--- src/logic/prsc_consts.vh ---
// Constants for the transceiver reset and pin-state controller
// Functional notes
// - Internal reset active while external reset low or software reset bit set.
// - Reset cycle stretched a nominal 258 us after the request goes away.
// - Management address taken from the two address strap pins.
// - Each of three indicator pins drives one LED status chosen per pin.
// - The three indicator pins double as configuration strap inputs.
// - Hardware reset: receive outputs low, clocks high, weak pull-downs on TXD/TX_EN.
// - Soft power-down: receive outputs low, clocks running, pull-downs on inputs.
// - Float mode: all MII outputs high impedance with pull-downs, inputs pulled down.
`ifndef PRSC_CONSTS_VH
`define PRSC_CONSTS_VH
`define PRSC_CLK_MHZ       250
`define PRSC_STRETCH_US    258
`define PRSC_STRETCH_CYC   (`PRSC_STRETCH_US * `PRSC_CLK_MHZ)
`define PRSC_SEL_W         2
`define PRSC_SEL_OFF       2'h0
`define PRSC_SEL_ON        2'h1
`define PRSC_SEL_STATUS    2'h2
`define PRSC_SEL_BLINK     2'h3
`define PRSC_CFG_RST       3'h0
`define PRSC_LED_SEL_RST   6'h00
`endif

--- src/logic/prsc_pin_ctrl.v ---
// Reset stretcher, strap capture, LED drivers and MII pin-state control
`timescale 1ns/1ns
`default_nettype none
`include "prsc_consts.vh"
module prsc_pin_ctrl #(
    parameter integer STRETCH_CYC = `PRSC_STRETCH_CYC,
    parameter integer BLINK_BITS  = 23
) (
    input  wire        clock,
    input  wire        rst,
    input  wire        reset_n,
    input  wire        sw_reset,
    input  wire        soft_power_down,
    input  wire        mii_float_mode,
    input  wire        phy_addr_strap0,
    input  wire        phy_addr_strap1,
    input  wire [2:0]  indicator_strap_in,
    input  wire [5:0]  led_select,
    input  wire [2:0]  led_status,
    input  wire [3:0]  core_rxd,
    input  wire        core_rx_dv,
    input  wire        core_rx_er,
    input  wire        core_col,
    input  wire        core_crs,
    input  wire        core_tx_clk,
    input  wire        core_rx_clk,
    output reg         internal_reset_ff,
    output reg  [1:0]  phy_addr_ff,
    output reg  [2:0]  cfg_strap_ff,
    output reg         cfg_valid_ff,
    output reg  [2:0]  indicator_out_ff,
    output reg  [2:0]  indicator_oe_ff,
    output reg  [3:0]  rxd_ff,
    output reg         rx_dv_ff,
    output reg         rx_er_ff,
    output reg         col_ff,
    output reg         crs_ff,
    output reg         tx_clk_ff,
    output reg         rx_clk_ff,
    output reg         mii_out_oe_ff,
    output reg         mii_pulldown_ff,
    output reg         hardware_reset_state
);
    localparam [2:0] ST_HOLD = 3'b001;
    localparam [2:0] ST_STRETCH = 3'b010;
    localparam [2:0] ST_RUN = 3'b100;
    localparam [31:0] LAST = STRETCH_CYC - 1;

    reg [2:0]            state_ff;
    reg [2:0]            nxt_state;
    reg [31:0]           cnt_ff;
    reg [BLINK_BITS-1:0] blink_ff;
    wire                 req = ~reset_n | sw_reset;
    wire                 done = (cnt_ff == LAST);

    always @* begin
        nxt_state = state_ff;
        case (state_ff)
            ST_HOLD: begin
                if (!req)
                    nxt_state = ST_STRETCH;
            end
            ST_STRETCH: begin
                if (req)
                    nxt_state = ST_HOLD;
                else if (done)
                    nxt_state = ST_RUN;
            end
            ST_RUN: begin
                if (req)
                    nxt_state = ST_HOLD;
            end
            default: begin
                nxt_state = ST_HOLD;
            end
        endcase
    end

    always @(posedge clock or posedge rst) begin
        if (rst) begin
            state_ff <= ST_HOLD;
            cnt_ff <= 32'h0;
            blink_ff <= {BLINK_BITS{1'b0}};
        end else begin
            state_ff <= nxt_state;
            blink_ff <= blink_ff + 1'b1;
            // Restart the stretch whenever the request reappears
            if (state_ff != ST_STRETCH || req)
                cnt_ff <= 32'h0;
            else
                cnt_ff <= cnt_ff + 32'h1;
        end
    end

    // Straps sampled while pins are still inputs, the cycle before release
    wire capture = (state_ff == ST_STRETCH) && !req && done;
    wire running = (nxt_state == ST_RUN);

    always @(posedge clock or posedge rst) begin
        if (rst) begin
            internal_reset_ff <= 1'b1;
            hardware_reset_state <= 1'b1;
            phy_addr_ff <= 2'h0;
            cfg_strap_ff <= `PRSC_CFG_RST;
            cfg_valid_ff <= 1'b0;
        end else begin
            internal_reset_ff <= ~running;
            hardware_reset_state <= ~running;
            if (capture) begin
                phy_addr_ff <= {phy_addr_strap1, phy_addr_strap0};
                cfg_strap_ff <= indicator_strap_in;
                cfg_valid_ff <= 1'b1;
            end else if (nxt_state == ST_HOLD) begin
                cfg_valid_ff <= 1'b0;
            end
        end
    end

    wire [2:0]           led_lit;
    genvar i;
    generate
        for (i = 0; i < 3; i = i + 1) begin : g_led
            wire [1:0] sel = led_select[2*i+1:2*i];
            reg        lit;
            always @* begin
                lit = 1'b0;
                case (sel)
                    `PRSC_SEL_OFF:    lit = 1'b0;
                    `PRSC_SEL_ON:     lit = 1'b1;
                    `PRSC_SEL_STATUS: lit = led_status[i];
                    `PRSC_SEL_BLINK:
                        lit = led_status[i] & blink_ff[BLINK_BITS-1];
                    default:          lit = 1'b0;
                endcase
            end
            assign led_lit[i] = lit;
        end
    endgenerate

    // One register per vector keeps a single driver for each output
    always @(posedge clock or posedge rst) begin
        if (rst) begin
            indicator_out_ff <= 3'h0;
            indicator_oe_ff <= 3'h0;
        end else begin
            // Pins stay inputs until the straps are taken
            indicator_oe_ff <= {3{running}};
            indicator_out_ff <= {3{running}} & led_lit;
        end
    end

    // Hardware reset outranks float mode, which outranks power-down
    localparam [3:0] PM_RESET  = 4'b0001;
    localparam [3:0] PM_FLOAT  = 4'b0010;
    localparam [3:0] PM_DOWN   = 4'b0100;
    localparam [3:0] PM_NORMAL = 4'b1000;

    reg [3:0]            pin_mode;

    always @* begin
        if (!running) begin
            pin_mode = PM_RESET;
        end else if (mii_float_mode) begin
            pin_mode = PM_FLOAT;
        end else if (soft_power_down) begin
            pin_mode = PM_DOWN;
        end else begin
            pin_mode = PM_NORMAL;
        end
    end

    always @(posedge clock or posedge rst) begin
        if (rst) begin
            rxd_ff <= 4'h0;
            rx_dv_ff <= 1'b0;
            rx_er_ff <= 1'b0;
            col_ff <= 1'b0;
            crs_ff <= 1'b0;
            tx_clk_ff <= 1'b1;
            rx_clk_ff <= 1'b1;
            mii_out_oe_ff <= 1'b1;
            mii_pulldown_ff <= 1'b1;
        end else begin
            case (pin_mode)
                PM_RESET: begin
                    rxd_ff <= 4'h0;
                    rx_dv_ff <= 1'b0;
                    rx_er_ff <= 1'b0;
                    col_ff <= 1'b0;
                    crs_ff <= 1'b0;
                    tx_clk_ff <= 1'b1;
                    rx_clk_ff <= 1'b1;
                    mii_out_oe_ff <= 1'b1;
                    mii_pulldown_ff <= 1'b1;
                end
                PM_FLOAT: begin
                    rxd_ff <= 4'h0;
                    rx_dv_ff <= 1'b0;
                    rx_er_ff <= 1'b0;
                    col_ff <= 1'b0;
                    crs_ff <= 1'b0;
                    tx_clk_ff <= 1'b0;
                    rx_clk_ff <= 1'b0;
                    mii_out_oe_ff <= 1'b0;
                    mii_pulldown_ff <= 1'b1;
                end
                PM_DOWN: begin
                    rxd_ff <= 4'h0;
                    rx_dv_ff <= 1'b0;
                    rx_er_ff <= 1'b0;
                    col_ff <= 1'b0;
                    crs_ff <= 1'b0;
                    tx_clk_ff <= core_tx_clk;
                    rx_clk_ff <= core_rx_clk;
                    mii_out_oe_ff <= 1'b1;
                    mii_pulldown_ff <= 1'b1;
                end
                PM_NORMAL: begin
                    rxd_ff <= core_rxd;
                    rx_dv_ff <= core_rx_dv;
                    rx_er_ff <= core_rx_er;
                    col_ff <= core_col;
                    crs_ff <= core_crs;
                    tx_clk_ff <= core_tx_clk;
                    rx_clk_ff <= core_rx_clk;
                    mii_out_oe_ff <= 1'b1;
                    mii_pulldown_ff <= 1'b0;
                end
                // Unknown code falls back to the safe reset levels
                default: begin
                    rxd_ff <= 4'h0;
                    rx_dv_ff <= 1'b0;
                    rx_er_ff <= 1'b0;
                    col_ff <= 1'b0;
                    crs_ff <= 1'b0;
                    tx_clk_ff <= 1'b1;
                    rx_clk_ff <= 1'b1;
                    mii_out_oe_ff <= 1'b1;
                    mii_pulldown_ff <= 1'b1;
                end
            endcase
        end
    end
endmodule // prsc_pin_ctrl
`default_nettype wire

--- config.mk ---
export PLATFORM = sky130hd
export DESIGN_NAME = prsc_pin_ctrl
export DESIGN_NICKNAME = d
export VERILOG_FILES = /design/src/logic/prsc_pin_ctrl.v
export VERILOG_INCLUDE_DIRS = /design/src /design/src/logic
export SDC_FILE = /design/constraint.sdc
export NUM_CORES = 1
export LEC_CHECK = 0
export CORE_AREA = 2 2 83 85
export CTS_CLUSTER_DIAMETER = 200
export CTS_CLUSTER_SIZE = 30
export DETAILED_ROUTE_END_ITERATION = 16
export DIE_AREA = 0 0 85 87
export DONT_BUFFER_PORTS = 1
export PLACE_DENSITY = 0.72
export SYNTH_ARGS = -nofsm -noshare
export SYNTH_HDL_FRONTEND = slang
export SYNTH_SLANG_ARGS = --single-unit
--- constraint.sdc ---
create_clock -name clock -period 3.2 [get_ports clock]
set_input_delay 0.16 -clock clock [delete_from_list [all_inputs] [get_ports clock]]
set_output_delay 0.16 -clock clock [all_outputs]
set_load 0.05 [all_outputs]
# Yosys cells after proc, flatten, opt, wreduce, memory -nomap -nowiden
# Index checks and enable logic that the tools add are counted.
[word_totals]
ram_bits = 0
romBits = 0
elab_cells = 78
memories = 0
regBits = 81
output_inout_bits = 26
in_bits = 30
latchBits = 0
[op_classes]
mux = 23
n_reduce_logical = 9
n_shift = 0
addsub = 2
n_bitwise = 7
n_eq_ne = 19
mul = 0
magnitude_cmp = 0
div_mod_pow = 0
[ops]
columns = ["operator", "n"]
rows = [
  ["32-bit by 1-bit adder with 32-bit output (second input constant)", 1],
  ["32-bit by 16-bit == test with 1-bit output (second input constant)", 1],
  ["32-bit 2-to-1 mux", 1],
  ["23-bit by 1-bit adder with 23-bit output (second input constant)", 1],
  ["4-bit 2-to-1 mux", 4],
  ["2-bit == test (second input constant)", 6],
  ["3-bit 2-to-1 mux", 4],
  ["1-bit case mux with 4 select lines", 3],
  ["3-bit case mux with 3 select lines", 1],
  ["1-bit 2-to-1 mux", 8],
  ["2-bit by 1-bit == test with 1-bit output (second input constant)", 3],
  ["3-bit by 1-bit == test with 1-bit output (second input constant)", 2],
  ["3-bit == test (second input constant)", 2],
  ["2-bit zero test", 3],
  ["4-bit by 2-bit == test with 1-bit output (second input constant)", 1],
  ["4-bit by 3-bit == test with 1-bit output (second input constant)", 1],
  ["4-bit == test (second input constant)", 1],
  ["1-bit case mux with 2 select lines", 2],
  ["1-bit bitwise AND", 3],
  ["3-bit bitwise AND", 1],
  ["3-bit by 2-bit == test with 1-bit output (second input constant)", 1],
  ["3-bit by 2-bit inequality test with 1-bit output (second input constant)", 1],
  ["1-bit logical AND", 2],
  ["1-bit inverter", 2],
  ["other kinds (5)", 5],
]

# Longest topological paths before layout
[depth]
ltp_word = 9
depth_mapped = 6
depth_no_buf = 5

# Worst setup path after synthesis
# No wires, ideal clock.
[synth_timing]
kind = "register to register"
from = "register state_ff[2]"
to = "register cfg_strap_ff[0]"
arrival_time_ns = 2.170
path_slack_ns = 0.905
required_time_ns = 3.075
path_stages_with_launch = 6
cell_sequence = "dfrtp_1 > or3b_4 > or2_1 > buf_6 > nor4_2 > mux2_2"
[synth_via]
elab_chain_len = 3
[synth_lines]
columns = ["element", "line_no", "rtl"]
rows = [
  ["from (decl)", "prsc_pin_ctrl.v:49", "reg [2:0] state_ff;"],
  ["from (signal assigned)", "prsc_pin_ctrl.v:85", "state_ff <= nxt_state;"],
  ["3-bit by 2-bit == test with 1-bit output", "prsc_pin_ctrl.v:96", "wire capture = (state_ff == ST_STRETCH) && !req && done;"],
  ["1-bit logical AND (2 in a row)", "prsc_pin_ctrl.v:96", ""],
  ["to (signal assigned)", "prsc_pin_ctrl.v:104", "cfg_strap_ff <= `PRSC_CFG_RST;"],
  ["to (signal assigned)", "prsc_pin_ctrl.v:111", "cfg_strap_ff <= indicator_strap_in;"],
  ["to (decl)", "prsc_pin_ctrl.v:29", "output reg [2:0] cfg_strap_ff,"],
]
# No other way between the ends.
# A chain may end at the register's enable or synchronous reset.

# Worst setup path after layout
[layout_timing]
from = "register state_ff[2]"
to = "register rxd_ff[0]"
[layout_via]
elab_chain_len = 7
[layout_lines]
columns = ["element", "line_no", "rtl"]
rows = [
  ["3-bit 2-to-1 mux", "prsc_pin_ctrl.v:66", "else if (done)"],
  ["3-bit 2-to-1 mux", "prsc_pin_ctrl.v:64", "if (req)"],
  ["3-bit case mux with 3 select lines *", "prsc_pin_ctrl.v:58", "case (state_ff)"],
  ["3-bit == test *", "prsc_pin_ctrl.v:97", "wire running = (nxt_state == ST_RUN);"],
  ["4-bit 2-to-1 mux *", "prsc_pin_ctrl.v:161", "if (!running) begin"],
  ["4-bit == test *", "prsc_pin_ctrl.v:184", "case (pin_mode)"],
  ["4-bit 2-to-1 mux *", "prsc_pin_ctrl.v:184", ""],
  ["to (signal assigned)", "prsc_pin_ctrl.v:219", "rxd_ff <= core_rxd;"],
  ["to (decl)", "prsc_pin_ctrl.v:33", "output reg [3:0] rxd_ff,"],
]
# Every way passes the cells marked *; elsewhere a longest branch is shown, timed or not.

==> summary.md <==
| Metric | Value |
|---|---|
| Status | `finished, final reports clean` |
| Critical Path RT | `3.49 ns` |
| Top cells by count, synth | `dfrtp_1 (75), nand3_1 (24), inv_1 (22), xnor2_1 (22)` |
| Leakage power | `1.75 nW` |
| Critical path's top delay family | `simple AND/OR/NAND/NOR gates` |
| Antenna violations before repair | `0` |
| Final min period | `2.75 ns` |
| Ant. Diodes | `0` |
| Crit-path max cell delay | `0.66 ns` |
| Yosys warns | `0` |
| Met2 WL | `3.65 mm` |
| Cells after Synth | `358` |
| IO buf count | `0` |
| Setup WS pre-CTS | `0.884 ns` |
| RSZ-0062 raised after global routing | `false` |
| FF-to-FF setup slack | `0.45 ns` |
| Fin nets | `412` |
| Number of global-route vias before repair | `2599` |
| First-pass GRT wire length | `12.1 mm` |
| WS Path Type | `flop to flop` |
| Cell Area, Synth | `3780 um2` |
| DP HPWL | `4.62 mm` |
| Post-Route WL | `7.24 mm` |
| DRC | `0` |
| Die height | `87 um` |
| Largest area contributor in the netlist | `dfrtp_1` |
| Num Clock Sinks | `81` |
| Top Layer Used | `met4` |
| Non-filler cells, final | `465` |
| Initial core utilization | `57.5%` |
| Remaining antenna violation count after routing | `0` |
| H-tree depth | `3` |
| Fin. Hold Viols | `0` |
| Layout cells sized above 1 | `10.9%` |
| Number of synthesized flops with an enable pin | `0` |
| Final setup fails | `0` |
| Cell Count Post-Placement | `427` |
| Most frequent cell after synthesis | `dfrtp_1` |
| Reg clk slew, reported paths | `0.09 ns` |
| Die width | `85 um` |
| Highest Clock Rate | `0.363 GHz` |
| Num CTS Buffers | `9` |
| CTS Hold Bufs | `22` |
| CTS tree | `yes` |
| Yosys reg bits | `81` |
| Final Slew Violations | `0` |
| Initial drt markers | `138` |
| Placer Congestion | `0.811` |
| Layout Utilization | `64.9%` |
| Crit path arrival time | `3.05 ns` |
| Post-CTS sizing | `0` |
| Total number of vias | `2735` |
| Iteration count of the initial detailed-routing pass | `4` |
| Core Footprint | `6570 um2` |
| Io pins | `56` |
| Asr flop ratio synth | `100%` |
| Worst Skew | `0.00932 ns` |
| Clock root cell | `clkbuf_8` |
| Final period util | `86.0%` |
| Library cells used by synthesis | `41` |
| Largest net degree at the start of global routing | `42` |
| Seq/Total Area, Yosys | `53.9%` |
| Drt wl/cell | `15.6 um` |
| Avg Cell Area, Syn | `10.5 um2` |
| Full die area | `7400 um2` |
| Critical-path maximum fanout | `14` |
| Vias/cell | `5.88` |
| Max IR drop VDD | `0.259 mV` |
| Pwr Density | `444 nW/um2` |
| Max Cap Viol | `0` |
| Worst min-delay path class | `input port to flop` |
| Max_slew headroom | `45.3%` |
| Area contributors post-synth | `dfrtp_1 (50%), xnor2_1 (5.1%), dfstp_2 (4.2%)` |
| Final Worst Setup Slack | `0.448 ns` |
| Rows | `30` |
| Total power | `1.89 mW` |
| GRT Overall Usage | `20.6%` |
| TNS Setup | `0 ns` |
| Metal-1 WL | `3.18 mm` |
| Worst-Skew Late Latency | `0.36 ns` |
| Overflow after GRT | `0` |
| Crit-path slowest cell | `or4_4` |
| Mapped Nets | `390` |
| Worst slew pin tran | `0.814 ns` |
| Post-CTS setup buffer count | `0` |
| Synthesis-to-layout area growth | `12.9%` |
| Yosys top cell area share | `49.7%` |
| Clk buf depth | `2` |
| Setup crit end kind | `flop` |
| Primary FF master, synth | `dfrtp_1` |
| Critical path startpoint category | `flop` |
| Critical path, cell by cell | `or3b_4, or2_1, or4_4, a2111oi_2, dlygate4sd3_1` |
| Crit path buf inv count | `1` |
| Met3 wire length | `316 um` |
-- layout make-up --
class,count,area (um2)
multi-input combinational,238,1570
tap,80,100
clock inverter,7,86.3
clock buffer,9,124
fill,482,2310
sequential,81,2030
timing repair buffer,28,265
inverter,22,83.8
-- sequential cells by signal, summed over array words and instances, names as in the netlist, 2 cells and up --
signal / cells
blink_ff: 23
cfg_strap_ff: 3
cnt_ff: 32
indicator_out_ff: 3
phy_addr_ff: 2
rxd_ff: 4
state_ff: 3
-- placed cells by master, fill, tap and decap left out, types with 8 or more instances in the layout --
master          n
dfrtp_1        75
nand3_1        24
xnor2_1        22
dlygate4sd3_1  22
inv_1          21
nor2_1         21
a21oi_1        21
nand2_1        20
o31ai_1        15
or4_1          15
nand4_1        12
nor4_1          9
clkbuf_8        9
xor2_1          8
-- cell families (layout without fill, tap and decap cells) --
| group | count (synthesis) | in the layout | share of synthesized area [%] |
|---|---|---|---|
| buffers and inverters | 39 | 66 | 4.57 |
| AOI/OAI and AO/OA | 63 | 63 | 11.9 |
| xor gates and xnor gates | 30 | 30 | 6.96 |
| muxes | 6 | 6 | 1.76 |
| and+or+nand+nor | 137 | 137 | 20.3 |
| adders and majority gates | 2 | 2 | 0.663 |
| DFF | 81 | 81 | 53.9 |
-- power by group --
group | internal (mW) | total, mW | switching (mW)
sequential | 1.03 | 1.04 | 0.0119
combinational | 0.0275 | 0.0658 | 0.0383
clock | 0.378 | 0.788 | 0.410
total | 1.43 | 1.89 | 0.460
-- tightest hold or removal path, delay by kind of cell --
family                 cells  cell delay (ns)
AOI/OAI and AO/OA          2             0.16
buffers and inverters      1             0.05
-- per-stage QoR --
| step | hold WS, ns | instance area, um2 |
|---|---|---|
| 3_3_place_gp | -0.0539 | 3830 |
| 3_5_place_dp | -0.0494 | 3830 |
| 4_1_cts | 0.0395 | 4260 |
| 2_1_floorplan | 0.243 | 3780 |
| 6_report | 0.0521 | 4260 |
| 5_1_grt | 0.0681 | 4260 |
-- worst paths after layout --
path                               start                   to  depth (start not counted)
max                          state_ff[2]            rxd_ff[0]                          5
min                        led_select[4]  indicator_out_ff[2]                          3
max reg2reg                  state_ff[2]            rxd_ff[0]                          5
min reg2reg                 blink_ff[19]         blink_ff[19]                          1
max in group asynchronous            rst      mii_pulldown_ff                          3
min in group asynchronous            rst           cnt_ff[16]                          2
-- per-layer routing --
| metal | global-route usage (%) | vias to the layer above |
|---|---|---|
| li1 | - | 1335 |
| met1 | 27.2 | 1324 |
| met2 | 34.2 | 65 |
| met3 | 5.02 | 11 |
| met4 | 5.48 | 0 |
| met5 | 0 | - |
Note: power is estimated with default switching activity, not from simulation.
